File: src/mpwm_pkg.sv
// package: register map, field layout and reset values of the match based pwm unit
package mpwm_pkg;
    localparam int NUM_MATCH = 7;
    localparam int NUM_OUT = 6;
    localparam int CNT_W = 32;
    localparam int ADDR_W = 6;
    // ------------------------------------------------------------
    // register offsets (byte addresses, one word each)
    // ------------------------------------------------------------
    localparam logic [5:0] OFF_TIMER_CTRL = 6'h00;
    localparam logic [5:0] OFF_COUNT = 6'h04;
    localparam logic [5:0] OFF_PRESCALE = 6'h08;
    localparam logic [5:0] OFF_PRESCALE_CNT = 6'h0c;
    localparam logic [5:0] OFF_MATCH_CTRL = 6'h10;
    localparam logic [5:0] OFF_MATCH_FLAGS = 6'h14;
    localparam logic [5:0] OFF_PWM_CTRL = 6'h18;
    localparam logic [5:0] OFF_RELEASE = 6'h1c;
    localparam logic [5:0] OFF_MATCH_BASE = 6'h20;
    // ------------------------------------------------------------
    // timer control fields
    // ------------------------------------------------------------
    localparam int TC_ENABLE_BIT = 0;
    localparam int TC_RESET_BIT = 1;
    localparam int TC_PWM_BIT = 3;
    // match control: three bits per match register
    localparam int MC_IRQ = 0;
    localparam int MC_RESET = 1;
    localparam int MC_STOP = 2;
    localparam int MC_FIELD_W = 3;
    // pwm control: bits 2..6 double-edge select (bit 1 has no effect), bits 9..14 output enable
    localparam int PC_DOUBLE_BASE = 1;
    localparam int PC_ENABLE_BASE = 9;
    localparam logic [31:0] RESET_WORD = 32'h00000000;
endpackage

File: src/mpwm_unit.sv
// module: top of the match based pwm unit with timer, prescaler and register port
//
// Added by the designer: the placing of the registers and the plain strobed port.
`timescale 1ns/1ps
`default_nettype none
module mpwm_unit #(
    parameter int CNT_W = mpwm_pkg::CNT_W,
    parameter int NUM_MATCH = mpwm_pkg::NUM_MATCH
) (
    input wire logic clk, // core clock
    input wire logic rst, // sync reset, active high
    input wire logic [5:0] regAddr, // register byte address
    input wire logic [31:0] regWdata, // write data
    input wire logic regWr, // write strobe
    input wire logic regRd, // read strobe
    output logic [31:0] regRdata, // read data, cycle after strobe
    output logic [mpwm_pkg::NUM_OUT-1:0] pwmOut, // pwm outputs 1..6
    output logic matchIrq // any flagged match pending
);
    logic [CNT_W-1:0] count;
    logic [CNT_W-1:0] preCount;
    logic [CNT_W-1:0] prescale;
    logic [3:0] timerCtrl;
    logic [NUM_MATCH*mpwm_pkg::MC_FIELD_W-1:0] matchCtrl;
    logic [NUM_MATCH-1:0] matchFlags;
    logic [15:0] pwmCtrl;
    logic [NUM_MATCH-1:0] releaseMask;
    logic [CNT_W-1:0] shadow [NUM_MATCH];
    logic [CNT_W-1:0] active [NUM_MATCH];
    logic [NUM_MATCH-1:0] hit;
    logic [NUM_MATCH-1:0] hitEvt;
    logic [31:0] next_rdata;

    // ------------------------------------------------------------
    // decode
    // ------------------------------------------------------------
    wire logic runEn = timerCtrl[mpwm_pkg::TC_ENABLE_BIT];
    wire logic cntReset = timerCtrl[mpwm_pkg::TC_RESET_BIT];
    wire logic pwmMode = timerCtrl[mpwm_pkg::TC_PWM_BIT];
    wire logic tick = runEn && !cntReset && (preCount == prescale);
    wire logic wrTimer = regWr && regAddr == mpwm_pkg::OFF_TIMER_CTRL;
    wire logic wrCount = regWr && regAddr == mpwm_pkg::OFF_COUNT;
    wire logic wrPre = regWr && regAddr == mpwm_pkg::OFF_PRESCALE;
    wire logic wrMctl = regWr && regAddr == mpwm_pkg::OFF_MATCH_CTRL;
    wire logic wrFlags = regWr && regAddr == mpwm_pkg::OFF_MATCH_FLAGS;
    wire logic wrPwm = regWr && regAddr == mpwm_pkg::OFF_PWM_CTRL;
    wire logic wrRel = regWr && regAddr == mpwm_pkg::OFF_RELEASE;
    wire logic matchArea = regAddr >= mpwm_pkg::OFF_MATCH_BASE;
    wire logic [2:0] matchIdx = regAddr[4:2];
    wire logic wrMatch = regWr && matchArea && (matchIdx < 3'(NUM_MATCH));
    // hits only count on the tick in which the counter holds that value
    logic [NUM_MATCH-1:0] resetSel;
    logic [NUM_MATCH-1:0] stopSel;
    wire logic cycleStart = hitEvt[0] && pwmMode;
    wire logic anyReset = |(hitEvt & resetSel);
    wire logic anyStop = |(hitEvt & stopSel);

    // ------------------------------------------------------------
    // per-match compare, shadow and release
    // ------------------------------------------------------------
    genvar g;
    generate
        for (g = 0; g < NUM_MATCH; g++) begin : gMatch
            assign hit[g] = (count == active[g]);
            assign hitEvt[g] = hit[g] && tick;
            // in pwm mode the cycle match always resets the counter
            assign resetSel[g] = matchCtrl[g*mpwm_pkg::MC_FIELD_W + mpwm_pkg::MC_RESET]
                || (g == 0 && pwmMode);
            assign stopSel[g] = matchCtrl[g*mpwm_pkg::MC_FIELD_W + mpwm_pkg::MC_STOP];
            always_ff @(posedge clk) begin
                if (rst) begin
                    shadow[g] <= mpwm_pkg::RESET_WORD;
                end else if (wrMatch && matchIdx == 3'(g)) begin
                    shadow[g] <= regWdata;
                end
            end
            // outside pwm mode a write applies at once, as in a plain timer
            always_ff @(posedge clk) begin
                if (rst) begin
                    active[g] <= mpwm_pkg::RESET_WORD;
                end else if (!pwmMode && wrMatch && matchIdx == 3'(g)) begin
                    active[g] <= regWdata;
                end else if (pwmMode && releaseMask[g] && (cycleStart || !runEn)) begin
                    active[g] <= shadow[g];
                end
            end
        end
    endgenerate

    // ------------------------------------------------------------
    // release latch: set by software, cleared when applied
    // ------------------------------------------------------------
    wire logic relApply = pwmMode && (cycleStart || !runEn);
    always_ff @(posedge clk) begin
        if (rst) begin
            releaseMask <= '0;
        end else if (wrRel) begin
            releaseMask <= releaseMask | regWdata[NUM_MATCH-1:0];
        end else if (relApply) begin
            releaseMask <= '0;
        end
    end

    // ------------------------------------------------------------
    // prescaler and counter
    // ------------------------------------------------------------
    always_ff @(posedge clk) begin
        if (rst || cntReset || !runEn || tick) begin
            preCount <= '0;
        end else begin
            preCount <= preCount + CNT_W'(1);
        end
    end
    always_ff @(posedge clk) begin
        if (rst) begin
            count <= '0;
        end else if (wrCount) begin
            count <= regWdata;
        end else if (cntReset || (tick && anyReset)) begin
            count <= '0;
        end else if (tick) begin
            count <= count + CNT_W'(1);
        end
    end

    // ------------------------------------------------------------
    // control registers
    // ------------------------------------------------------------
    always_ff @(posedge clk) begin
        if (rst) begin
            timerCtrl <= '0;
        end else if (wrTimer) begin
            timerCtrl <= regWdata[3:0];
        end else if (tick && anyStop) begin
            timerCtrl[mpwm_pkg::TC_ENABLE_BIT] <= 1'b0;
        end
    end
    always_ff @(posedge clk) begin
        if (rst) begin
            matchCtrl <= '0;
            prescale <= '0;
            pwmCtrl <= '0;
        end else begin
            if (wrMctl) begin
                matchCtrl <= regWdata[NUM_MATCH*mpwm_pkg::MC_FIELD_W-1:0];
            end
            if (wrPre) begin
                prescale <= regWdata;
            end
            if (wrPwm) begin
                pwmCtrl <= regWdata[15:0];
            end
        end
    end

    // flags: write one to clear, a new hit wins over the clear
    logic [NUM_MATCH-1:0] irqSel;
    generate
        for (g = 0; g < NUM_MATCH; g++) begin : gIrq
            assign irqSel[g] = matchCtrl[g*mpwm_pkg::MC_FIELD_W + mpwm_pkg::MC_IRQ];
        end
    endgenerate
    always_ff @(posedge clk) begin
        if (rst) begin
            matchFlags <= '0;
        end else begin
            matchFlags <= (matchFlags & ~(wrFlags ? regWdata[NUM_MATCH-1:0] : '0))
                | (hitEvt & irqSel);
        end
    end
    assign matchIrq = |matchFlags;

    // ------------------------------------------------------------
    // pwm channels: channel n uses match n; double edge adds match n-1
    // ------------------------------------------------------------
    generate
        for (g = 1; g <= mpwm_pkg::NUM_OUT; g++) begin : gCh
            wire logic dbl = pwmCtrl[mpwm_pkg::PC_DOUBLE_BASE + g - 1] && g > 1;
            wire logic ena = pwmCtrl[mpwm_pkg::PC_ENABLE_BASE + g - 1] && pwmMode;
            mpwm_channel uCh (
                .clk(clk),
                .rst(rst),
                .cycleStart(cycleStart),
                .setHit(hitEvt[g-1] && pwmMode),
                .clrHit(hitEvt[g] && pwmMode),
                .doubleEdge(dbl),
                .enable(ena),
                .pwmOut(pwmOut[g-1])
            );
        end
    endgenerate

    // ------------------------------------------------------------
    // read path
    // ------------------------------------------------------------
    always_comb begin
        next_rdata = '0;
        case (regAddr)
            mpwm_pkg::OFF_TIMER_CTRL: next_rdata = {28'h0000000, timerCtrl};
            mpwm_pkg::OFF_COUNT: next_rdata = count;
            mpwm_pkg::OFF_PRESCALE: next_rdata = prescale;
            mpwm_pkg::OFF_PRESCALE_CNT: next_rdata = preCount;
            mpwm_pkg::OFF_MATCH_CTRL: next_rdata = 32'(matchCtrl);
            mpwm_pkg::OFF_MATCH_FLAGS: next_rdata = 32'(matchFlags);
            mpwm_pkg::OFF_PWM_CTRL: next_rdata = {16'h0000, pwmCtrl};
            mpwm_pkg::OFF_RELEASE: next_rdata = 32'(releaseMask);
            default: begin
                if (matchArea && matchIdx < 3'(NUM_MATCH)) begin
                    next_rdata = shadow[matchIdx];
                end
            end
        endcase
    end
    always_ff @(posedge clk) begin
        if (rst) begin
            regRdata <= '0;
        end else if (regRd) begin
            regRdata <= next_rdata;
        end else begin
            regRdata <= '0;
        end
    end
endmodule
`default_nettype wire

File: src/mpwm_channel.sv
// module: one pwm output channel, single or double edge
`timescale 1ns/1ps
`default_nettype none
module mpwm_channel (
    input wire logic clk, // core clock
    input wire logic rst, // sync reset, active high
    input wire logic cycleStart, // cycle match hit this cycle
    input wire logic setHit, // rising-edge match hit (double edge)
    input wire logic clrHit, // falling-edge match hit
    input wire logic doubleEdge, // 1: double edge, 0: single edge
    input wire logic enable, // output enabled
    output logic pwmOut // pwm pin level
);
    logic level;
    logic next_level;
    // ------------------------------------------------------------
    // edge selection
    // ------------------------------------------------------------
    // falling match at cycle start wins so a zero-width single edge stays low
    wire logic setEvt = doubleEdge ? setHit : cycleStart;
    wire logic clrEvt = clrHit;
    always_comb begin
        next_level = level;
        if (setEvt && !clrEvt) begin
            next_level = 1'b1;
        end else if (clrEvt) begin
            next_level = 1'b0;
        end
    end
    always_ff @(posedge clk) begin
        if (rst || !enable) begin
            level <= 1'b0;
        end else begin
            level <= next_level;
        end
    end
    assign pwmOut = level;
endmodule
`default_nettype wire

File: config.mk
export PLATFORM = sky130hd
export DESIGN_NAME = mpwm_unit
export DESIGN_NICKNAME = d
export VERILOG_FILES = /design/src/mpwm_pkg.sv /design/src/mpwm_unit.sv /design/src/mpwm_channel.sv
export SDC_FILE = /design/constraint.sdc
export NUM_CORES = 1
export LEC_CHECK = 0
export ABC_AREA = 1
export BUFFER_PORTS_ARGS = -buffer_cell sky130_fd_sc_hd__buf_2
export CAP_MARGIN = 25
export CORE_ASPECT_RATIO = 1.4
export CORE_MARGIN = 2
export CORE_UTILIZATION = 50
export CTS_BUF_LIST = sky130_fd_sc_hd__clkbuf_8
export CTS_CLUSTER_DIAMETER = 60
export DETAILED_ROUTE_END_ITERATION = 16
export GPL_ROUTABILITY_DRIVEN = 0
export PLACE_DENSITY = 0.66
export REMOVE_ABC_BUFFERS = 1
export SETUP_SLACK_MARGIN = 0.4
export SLEW_MARGIN = 20
export SYNTH_ARGS = -nofsm -noshare
export SYNTH_HDL_FRONTEND = slang
export SYNTH_SLANG_ARGS = --single-unit
File: constraint.sdc
create_clock -name clk -period 6 [get_ports clk]
set_input_delay 0.3 -clock clk [delete_from_list [all_inputs] [get_ports clk]]
set_output_delay 0.3 -clock clk [all_outputs]
set_load 0.005 [all_outputs]
==> reports/metrics.yaml, run 1 <==
yosys:
  top_cell_type_by_total_area_after_synthesis: "sky130_fd_sc_hd__edfxtp_1"
  dominantRegCellSynth: "sky130_fd_sc_hd__edfxtp_1"
  synth_area_per_cell_um2: 9.14
  ys_seq_elements: 637
  netlist_top_cells_area: "sky130_fd_sc_hd__edfxtp_1 (42%), sky130_fd_sc_hd__dfxtp_1 (12%), sky130_fd_sc_hd__o21ai_0 (5.2%)"
  synth.lib_cells_used.distinct: 53
  syn_inst: 3497
  number_of_enable_type_register_cells_in_the_synthesized_netlist: 448
  synth_most_common_cell: "sky130_fd_sc_hd__edfxtp_1"
  synthDominantCellAreaShare_pct: 42.1
  share_of_the_yosys_chip_area_belonging_to_registers_pct: 53.9
  synth_commonest_cells: "sky130_fd_sc_hd__edfxtp_1 (448), sky130_fd_sc_hd__nor2_1 (441), sky130_fd_sc_hd__nand2_1 (430), sky130_fd_sc_hd__o21ai_0 (334), sky130_fd_sc_hd__inv_1 (247)"
  async_reset_ff_share_pct: 0
  mappedNetlistArea_um2: 32000
  ys_warn_count: 0
final_layout:
  count_of_placed_standard_cells_in_the_final_layout_fillers_left_out: 4402
  drive_gt1_share_pct: 10.1
  nets: 3533
  area.growth.synth_to_final_pct: 9.47
  layout.cell_area.non_filler_um2: 35000
job:
  max_cap_violations: 0
floorplan:
  pin_count: 81
  placementRows: 109
  initial_standard_cell_utilization_of_the_core_pct: 50.6
  core_area_um2: 63100
  floorplan_die_area_um2: 66000
  die_span_in_x_um: 218
  dieHeight_um: 303
timing:
  worst_slew_pin_slew_ns: 1.13
  holdWs_ns: 0.0498
  slew_viol_final: 0
  setup_tns_ns: 0
  maxSlewHeadroom_pct: 24.7
  achievable-frequency_ghz: 0.252
  period_needed_ns: 3.97
  hold_viol_final: 0
  final_critical_path_setup_slack_ns: 2.03
  ratio_of_final_minimum_period_to_clock_period_pct: 66.2
  timing.final.setup_violations: 0
  setup_repair_after_global_routing_missed_its_margin: "false"
  worst_clock_skew_ns: 0.0539
global_route:
  grt_antenna_before_repair: 2
  gr-usage-all-layers_pct: 39.0
  grt_max_degree: 103
  first_global_vias: 28000
  grt_first_pass_wirelength_um: 185000
  global_route.overflow_total: 0
routing:
  wirelength_met1_um: 42100
  drtPass1Iterations: 9
  initialDrtViolationCount: 4685
  wl_per_cell_um: 29.6
  routed-wl-met2_um: 57400
  met3RoutedLength_um: 15700
  route.vias.total: 29200
  vias_per_cell: 6.62
  postRouteWirelength_um: 130000
  drc_violations: 0
  highest_layer: "met5"
  route.antenna.remaining_nets: 0
power_and_ir_drop:
  power.static_leakage_nw: 13.0
  power_per_cell_area_nw_per_um2: 265
  irDropWorstVdd_mv: 0.178
cts:
  postCtsResizedCells: 0
  cts_hold_buf: 34
  clock_insertion_delay_worst_skew_ns: 0.78
  cts.path.max_buffers: 3
  path_clk_slew_ns: 0.06
  tritoncts_clock_tree: "done"
  root_buffer: "sky130_fd_sc_hd__clkbuf_8"
  cts_buffers: 99
  htree_num_levels: 3
  clock_sinks: 637
  post-cts-setup-buffers: 0
place:
  place.port_buffers: 80
  dpl.hpwl_um: 83100
  preCtsSetupSlack_ns: 2.01
  place_inst: 4181
  dpl-instance-area_um2: 32800
status:
  run_status: "completed"
critical_path:
  setup.worst_path.end_class: "register"
  setup.worst_path.class: "register to register"
  cp.required_ns: 6.38
  arrival_ns: 4.36
  worst-path-max-fanout: 23
  worst_setup_path_start_kind: "register"
worst_hold_path:
  hold_path.class: "primary input to register"
==> worst max-delay path, cell delays in order (launching register included) <==
cell and delay (ns):
sky130_fd_sc_hd__dfxtp_1 0.62, sky130_fd_sc_hd__xnor2_1 0.20, sky130_fd_sc_hd__nand4_1 0.18, sky130_fd_sc_hd__nor2_1 0.32, sky130_fd_sc_hd__nand2_1 0.19, sky130_fd_sc_hd__nor2_1 0.33
sky130_fd_sc_hd__nand2_2 0.19, sky130_fd_sc_hd__nand2_2 0.14, sky130_fd_sc_hd__nand2_2 0.23, sky130_fd_sc_hd__o21ai_4 0.58, sky130_fd_sc_hd__buf_4 0.58
==> where the power goes <==
| group | switching [mW] | leakage, nW | internal (mW) |
|---|---|---|---|
| clock network | 1.84 | 1.05 | 1.65 |
| registers | 0.140 | 5.85 | 4.90 |
| logic | 0.542 | 6.10 | 0.189 |
| total | 2.52 | 13.0 | 6.74 |
==> per-stage QoR <==
stage / power, mW / util (%)
CTS: 9.19 / 55.3
detailed placement: 5.80 / 51.9
global placement: 5.78 / 51.9
floorplan: 5.44 / -
global route: 9.44 / 55.4
finish: 9.26 / 55.4
==> placed cells by master, fill, tap and decap left out, drive strengths merged, types with 34 or more instances in the layout <==
cell type	n
nand4	247
nand2	434
nor3	46
edfxtp	448
nor2	452
xnor2	104
a22oi	44
dfxtp	189
o21ai	374
clkbuf	108
a21oi	176
buf	136
xor2	113
dlygate4sd3	34
clkinv	47
inv	283
nand3	102
o22ai	119
==> per-layer routing <==
metal,vias up,GRT usage [%]
met5,-,0
met4,2,38.3
met3,752,9.23
met2,2487,60.3
met1,13600,43.9
li1,12300,-
==> final cells by class <==
class                           count  area [µm²]
Clock buffer                      108        1490
Antenna cell                        1        2.50
Clock inverter                     73         305
Multi-Input combinational cell   2323       12700
Inverter                          258         976
Tap cell                          832        1040
Fill cell                        5552       28100
Sequential cell                   637       17200
Timing Repair Buffer              170        1240
==> flip-flops by register name (all words and copies together), names as in the netlist <==
signal / count
regRdata: 32
shadow: 224
preCount: 32
pwmCtrl: 16
matchFlags: 7
gCh.uCh.pwmOut: 6
prescale: 32
timerCtrl: 4
count: 32
releaseMask: 7
matchCtrl: 21
active: 224
==> cell families after synthesis <==
| kind of cell | share of synthesized area, % |
|---|---|
| adder cells (fa/ha/maj) | 0.0783 |
| flip-flops | 53.9 |
| XOR/XNOR | 5.94 |
| AND/OR/NAND/NOR | 18.6 |
| buffers and inverters | 6.91 |
| AO/OA/AOI/OAI | 14.5 |
==> final timing paths <==
check        slack (ns)                        to                 startpoint  cells past startpoint
max                2.03   active[5][11]$_DFFE_PP_     count[28]$_SDFFE_PP0P_                     10
max reg2reg        2.03   active[5][11]$_DFFE_PP_     count[28]$_SDFFE_PP0P_                     10
min                0.05  matchFlags[4]$_SDFF_PP0_                        rst                      2
min reg2reg        0.50  matchFlags[0]$_SDFF_PP0_  matchCtrl[0]$_SDFFE_PP0P_                      2
Power figures use the tool's default switching activity.
==> run 2: changes to the inputs <==
--- a/config.mk
+++ b/config.mk
@@ -15,7 +15,7 @@
 export CTS_CLUSTER_DIAMETER = 60
 export DETAILED_ROUTE_END_ITERATION = 16
 export GPL_ROUTABILITY_DRIVEN = 0
-export PLACE_DENSITY = 0.66
+export PLACE_DENSITY = 0.69
 export REMOVE_ABC_BUFFERS = 1
 export SETUP_SLACK_MARGIN = 0.4
 export SLEW_MARGIN = 20
==> constraint.sdc (replaced) <==
create_clock -name clk -period 3.2 [get_ports clk]
set_input_delay 0.16 -clock clk [delete_from_list [all_inputs] [get_ports clk]]
set_output_delay 0.16 -clock clk [all_outputs]
set_load 0.005 [all_outputs]
==> run 2 against run 1 <==
Compared with the run above: critical path depth rose by 3; hold slack improved by 0.0016 ns; critical endpoint is now active[2][30]$_DFFE_PP_; largest cell class unchanged; fmax rose by 44%; cell area rose by 3.4%; clock skew fell by 0.026 ns; sequential power rose by 87%; die area did not move; highest routed layer unchanged.
==> reports/metrics.yaml, run 2 (same netlist as run 1, synthesis figures left out) <==
global_route:
  global_route.overflow_total: 0  # unchanged
  grt_first_pass_wirelength_um: 154000  # was 185,000 µm
  grt_antenna_before_repair: 3  # was 2
  grt_max_degree: 97  # was 103
  first_global_vias: 25900  # was 28,000
  gr-usage-all-layers_pct: 30.6  # was 39.0%
critical_path:
  worst_setup_path_start_kind: "register"  # unchanged
  setup.worst_path.class: "register to register"  # unchanged
  worst-path-max-fanout: 14  # was 23
  arrival_ns: 3.14  # was 4.36 ns
  startpoint: "preCount[6]$_SDFF_PP0_"  # was count[28]$_SDFFE_PP0P_
  start_of_the_worst_register_to_register_path: "preCount[6]$_SDFF_PP0_"  # was count[28]$_SDFFE_PP0P_
  timing.reg2reg.worst_path_depth: 13  # was 10
  cp.required_ns: 3.58  # was 6.38 ns
  timing.reg2reg.setup_slack_ns: 0.45  # was 2.03 ns
  setup.worst_path.end: "active[2][30]$_DFFE_PP_"  # was active[5][11]$_DFFE_PP_
  critical_path.reg2reg.endpoint: "active[2][30]$_DFFE_PP_"  # was active[5][11]$_DFFE_PP_
  setup.worst_path.end_class: "register"  # unchanged
cts:
  clock_insertion_delay_worst_skew_ns: 0.69  # was 0.78 ns
  path_clk_slew_ns: 0.06  # about the same
  tritoncts_clock_tree: "done"  # unchanged
  root_buffer: "sky130_fd_sc_hd__clkbuf_8"  # unchanged
  cts_buffers: 94  # was 99
  clock_sinks: 637  # unchanged
  htree_num_levels: 3  # unchanged
  cts.path.max_buffers: 3  # unchanged
timing:
  timing.final.setup_violations: 0  # unchanged
  ratio_of_final_minimum_period_to_clock_period_pct: 86.1  # was 66.2%
  period_needed_ns: 2.75  # was 3.97 ns
  final_critical_path_setup_slack_ns: 0.445  # was 2.03 ns
  maxSlewHeadroom_pct: 34.1  # was 24.7%
  setup_repair_after_global_routing_missed_its_margin: "false"  # unchanged
  worst_clock_skew_ns: 0.0276  # was 0.0539 ns
  achievable-frequency_ghz: 0.363  # was 0.252 GHz
  hold_viol_final: 0  # unchanged
  slew_viol_final: 0  # unchanged
  worst_slew_pin_slew_ns: 0.984  # was 1.13 ns
  setup_tns_ns: 0  # unchanged
final_layout:
  mostFrequentLayoutCell: "sky130_fd_sc_hd__edfxtp_1"  # unchanged
  nets: 3633  # was 3,533
  drive_gt1_share_pct: 13.6  # was 10.1%
  mostFrequentLayoutCells: "sky130_fd_sc_hd__edfxtp_1 (448), sky130_fd_sc_hd__nor2_1 (430), sky130_fd_sc_hd__nand2_1 (412)"  # was sky130_fd_sc_hd__edfxtp_1 (448), sky130_fd_sc_hd__nor2_1 (434), sky130_fd_sc_hd__nand2_1 (424)
  largestRegisters: "active: 224 flops, shadow: 224 flops"  # unchanged
  area.growth.synth_to_final_pct: 13.2  # was 9.47%
routing:
  postRouteWirelength_um: 103000  # was 130,000 µm
  route.antenna.remaining_nets: 0  # unchanged
  vias_per_cell: 6.12  # was 6.62
  drc_violations: 0  # unchanged
  wl_per_cell_um: 22.9  # was 29.6 µm
  drtPass1Iterations: 6  # was 9
  initialDrtViolationCount: 3529  # was 4,685
  route.vias.total: 27600  # was 29,200
place:
  place.port_buffers: 80  # unchanged
  preCtsSetupSlack_ns: 0.153  # was 2.01 ns
  dpl.hpwl_um: 73100  # was 83,100 µm
power_and_ir_drop:
  power.static_leakage_nw: 13.7  # was 13.0 nW
  irDropWorstVdd_mv: 0.297  # was 0.178 mV
  power_per_cell_area_nw_per_um2: 478  # was 265 nW/µm²
worst_hold_path:
  hold_path.class: "primary input to register"  # unchanged
  hold_path_startpoint: "regAddr[1]"  # was rst
job:
  max_cap_violations: 0  # unchanged
floorplan:
  die_span_in_x_um: 218  # unchanged
  core_area_um2: 63100  # unchanged
  pin_count: 81  # unchanged
  placementRows: 109  # unchanged
  dieHeight_um: 303  # unchanged
  initial_standard_cell_utilization_of_the_core_pct: 50.6  # unchanged
  floorplan_die_area_um2: 66000  # unchanged
status:
  run_status: "completed"  # unchanged
[run 2: cell count changes in the layout (fill, tap and decap cells not counted), sizes merged]
cell | before | now
buf | 136 | 236
bufbuf | 0 | 1
bufinv | 0 | 4
clkinv | 47 | 41
clkinvlp | 1 | 5
dlygate4sd3 | 34 | 35
inv | 283 | 277
[run 2: area by class of cell]
class                      instances  area [µm²]
timing repair buffer             275        2270
antenna                            1        2.50
sequential                       637       17300
fill                            5336       26900
multi-input combinational       2323       12800
clock inverter                    69         410
inverter                         258         976
clock buffer                     105        1450
tap                              832        1040
[run 2: worst min path at each step]
stage                                      to  slack, ns  cells past startpoint
3_3_place_gp   gCh[6].uCh.pwmOut$_SDFFE_PP0P_       0.45                      2
5_1_grt             matchCtrl[1]$_SDFFE_PP0P_       0.06                      5
3_5_place_dp      releaseMask[3]$_SDFFE_PP0P_       0.47                      3
6_report            matchCtrl[1]$_SDFFE_PP0P_       0.05                      5
4_1_cts               pwmCtrl[2]$_SDFFE_PP0P_      0.003                      5
2_1_floorplan        matchFlags[0]$_SDFF_PP0_       0.23                      1
[run 2: where the power goes]
| group | leakage, nW | total (mW) | internal [mW] | switching [mW] |
|---|---|---|---|---|
| logic | 6.77 | 1.29 | 0.401 | 0.885 |
| clock network | 1.04 | 6.61 | 3.35 | 3.26 |
| registers | 5.86 | 9.40 | 9.18 | 0.220 |
| total | 13.7 | 17.3 | 12.9 | 4.37 |
[run 2: worst max-delay path, cell delays in order, from the launching register on]
cell and delay [ns]:
sky130_fd_sc_hd__dfxtp_1 0.36, sky130_fd_sc_hd__inv_1 0.05, sky130_fd_sc_hd__nand2_1 0.23, sky130_fd_sc_hd__nand2_1 0.09, sky130_fd_sc_hd__nor2_1 0.17, sky130_fd_sc_hd__nand2_1 0.07, sky130_fd_sc_hd__nor2_1 0.20, sky130_fd_sc_hd__nand3_2 0.16
sky130_fd_sc_hd__nor2_8 0.20, sky130_fd_sc_hd__nand2_2 0.08, sky130_fd_sc_hd__nand2_2 0.15, sky130_fd_sc_hd__nand2_8 0.14, sky130_fd_sc_hd__o21ai_4 0.31, sky130_fd_sc_hd__buf_12 0.21
[run 2: what timing repair did]
action / in CTS / in global routing
hold buffers: 35 / 0
setup buffers: 4 / 4
pin swaps: 4 / 5
gates resized for setup: 11 / 40
endpoints found under the hold margin: 48 / 0
setup endpoints to repair: 342 / 470
gates cloned: 2 / 3
[run 2: metrics by stage]
step                      area, µm²  instances  power, mW  hold WS [ns]  util (%)
after detailed placement      33600       4273       10.8         0.465      53.2
after CTS                     35900       4488       17.3       0.00262      56.9
after global routing          36200       4500       17.8        0.0607      57.3
after global placement        33600       4273       10.7         0.450      53.2
final                         36200       4500       17.3        0.0514      57.3
after floorplan               30700       3218       10.2         0.229         -
[run 2: per-layer routing]
layer  global-route usage (%)  wire length [µm]  vias up
met2                     50.9             48800     1779
met5                        0                25        -
met3                     5.78             10500      343
met1                     38.1             38000    12900
met4                     16.0              5760        4
li1                         -                 -    12500
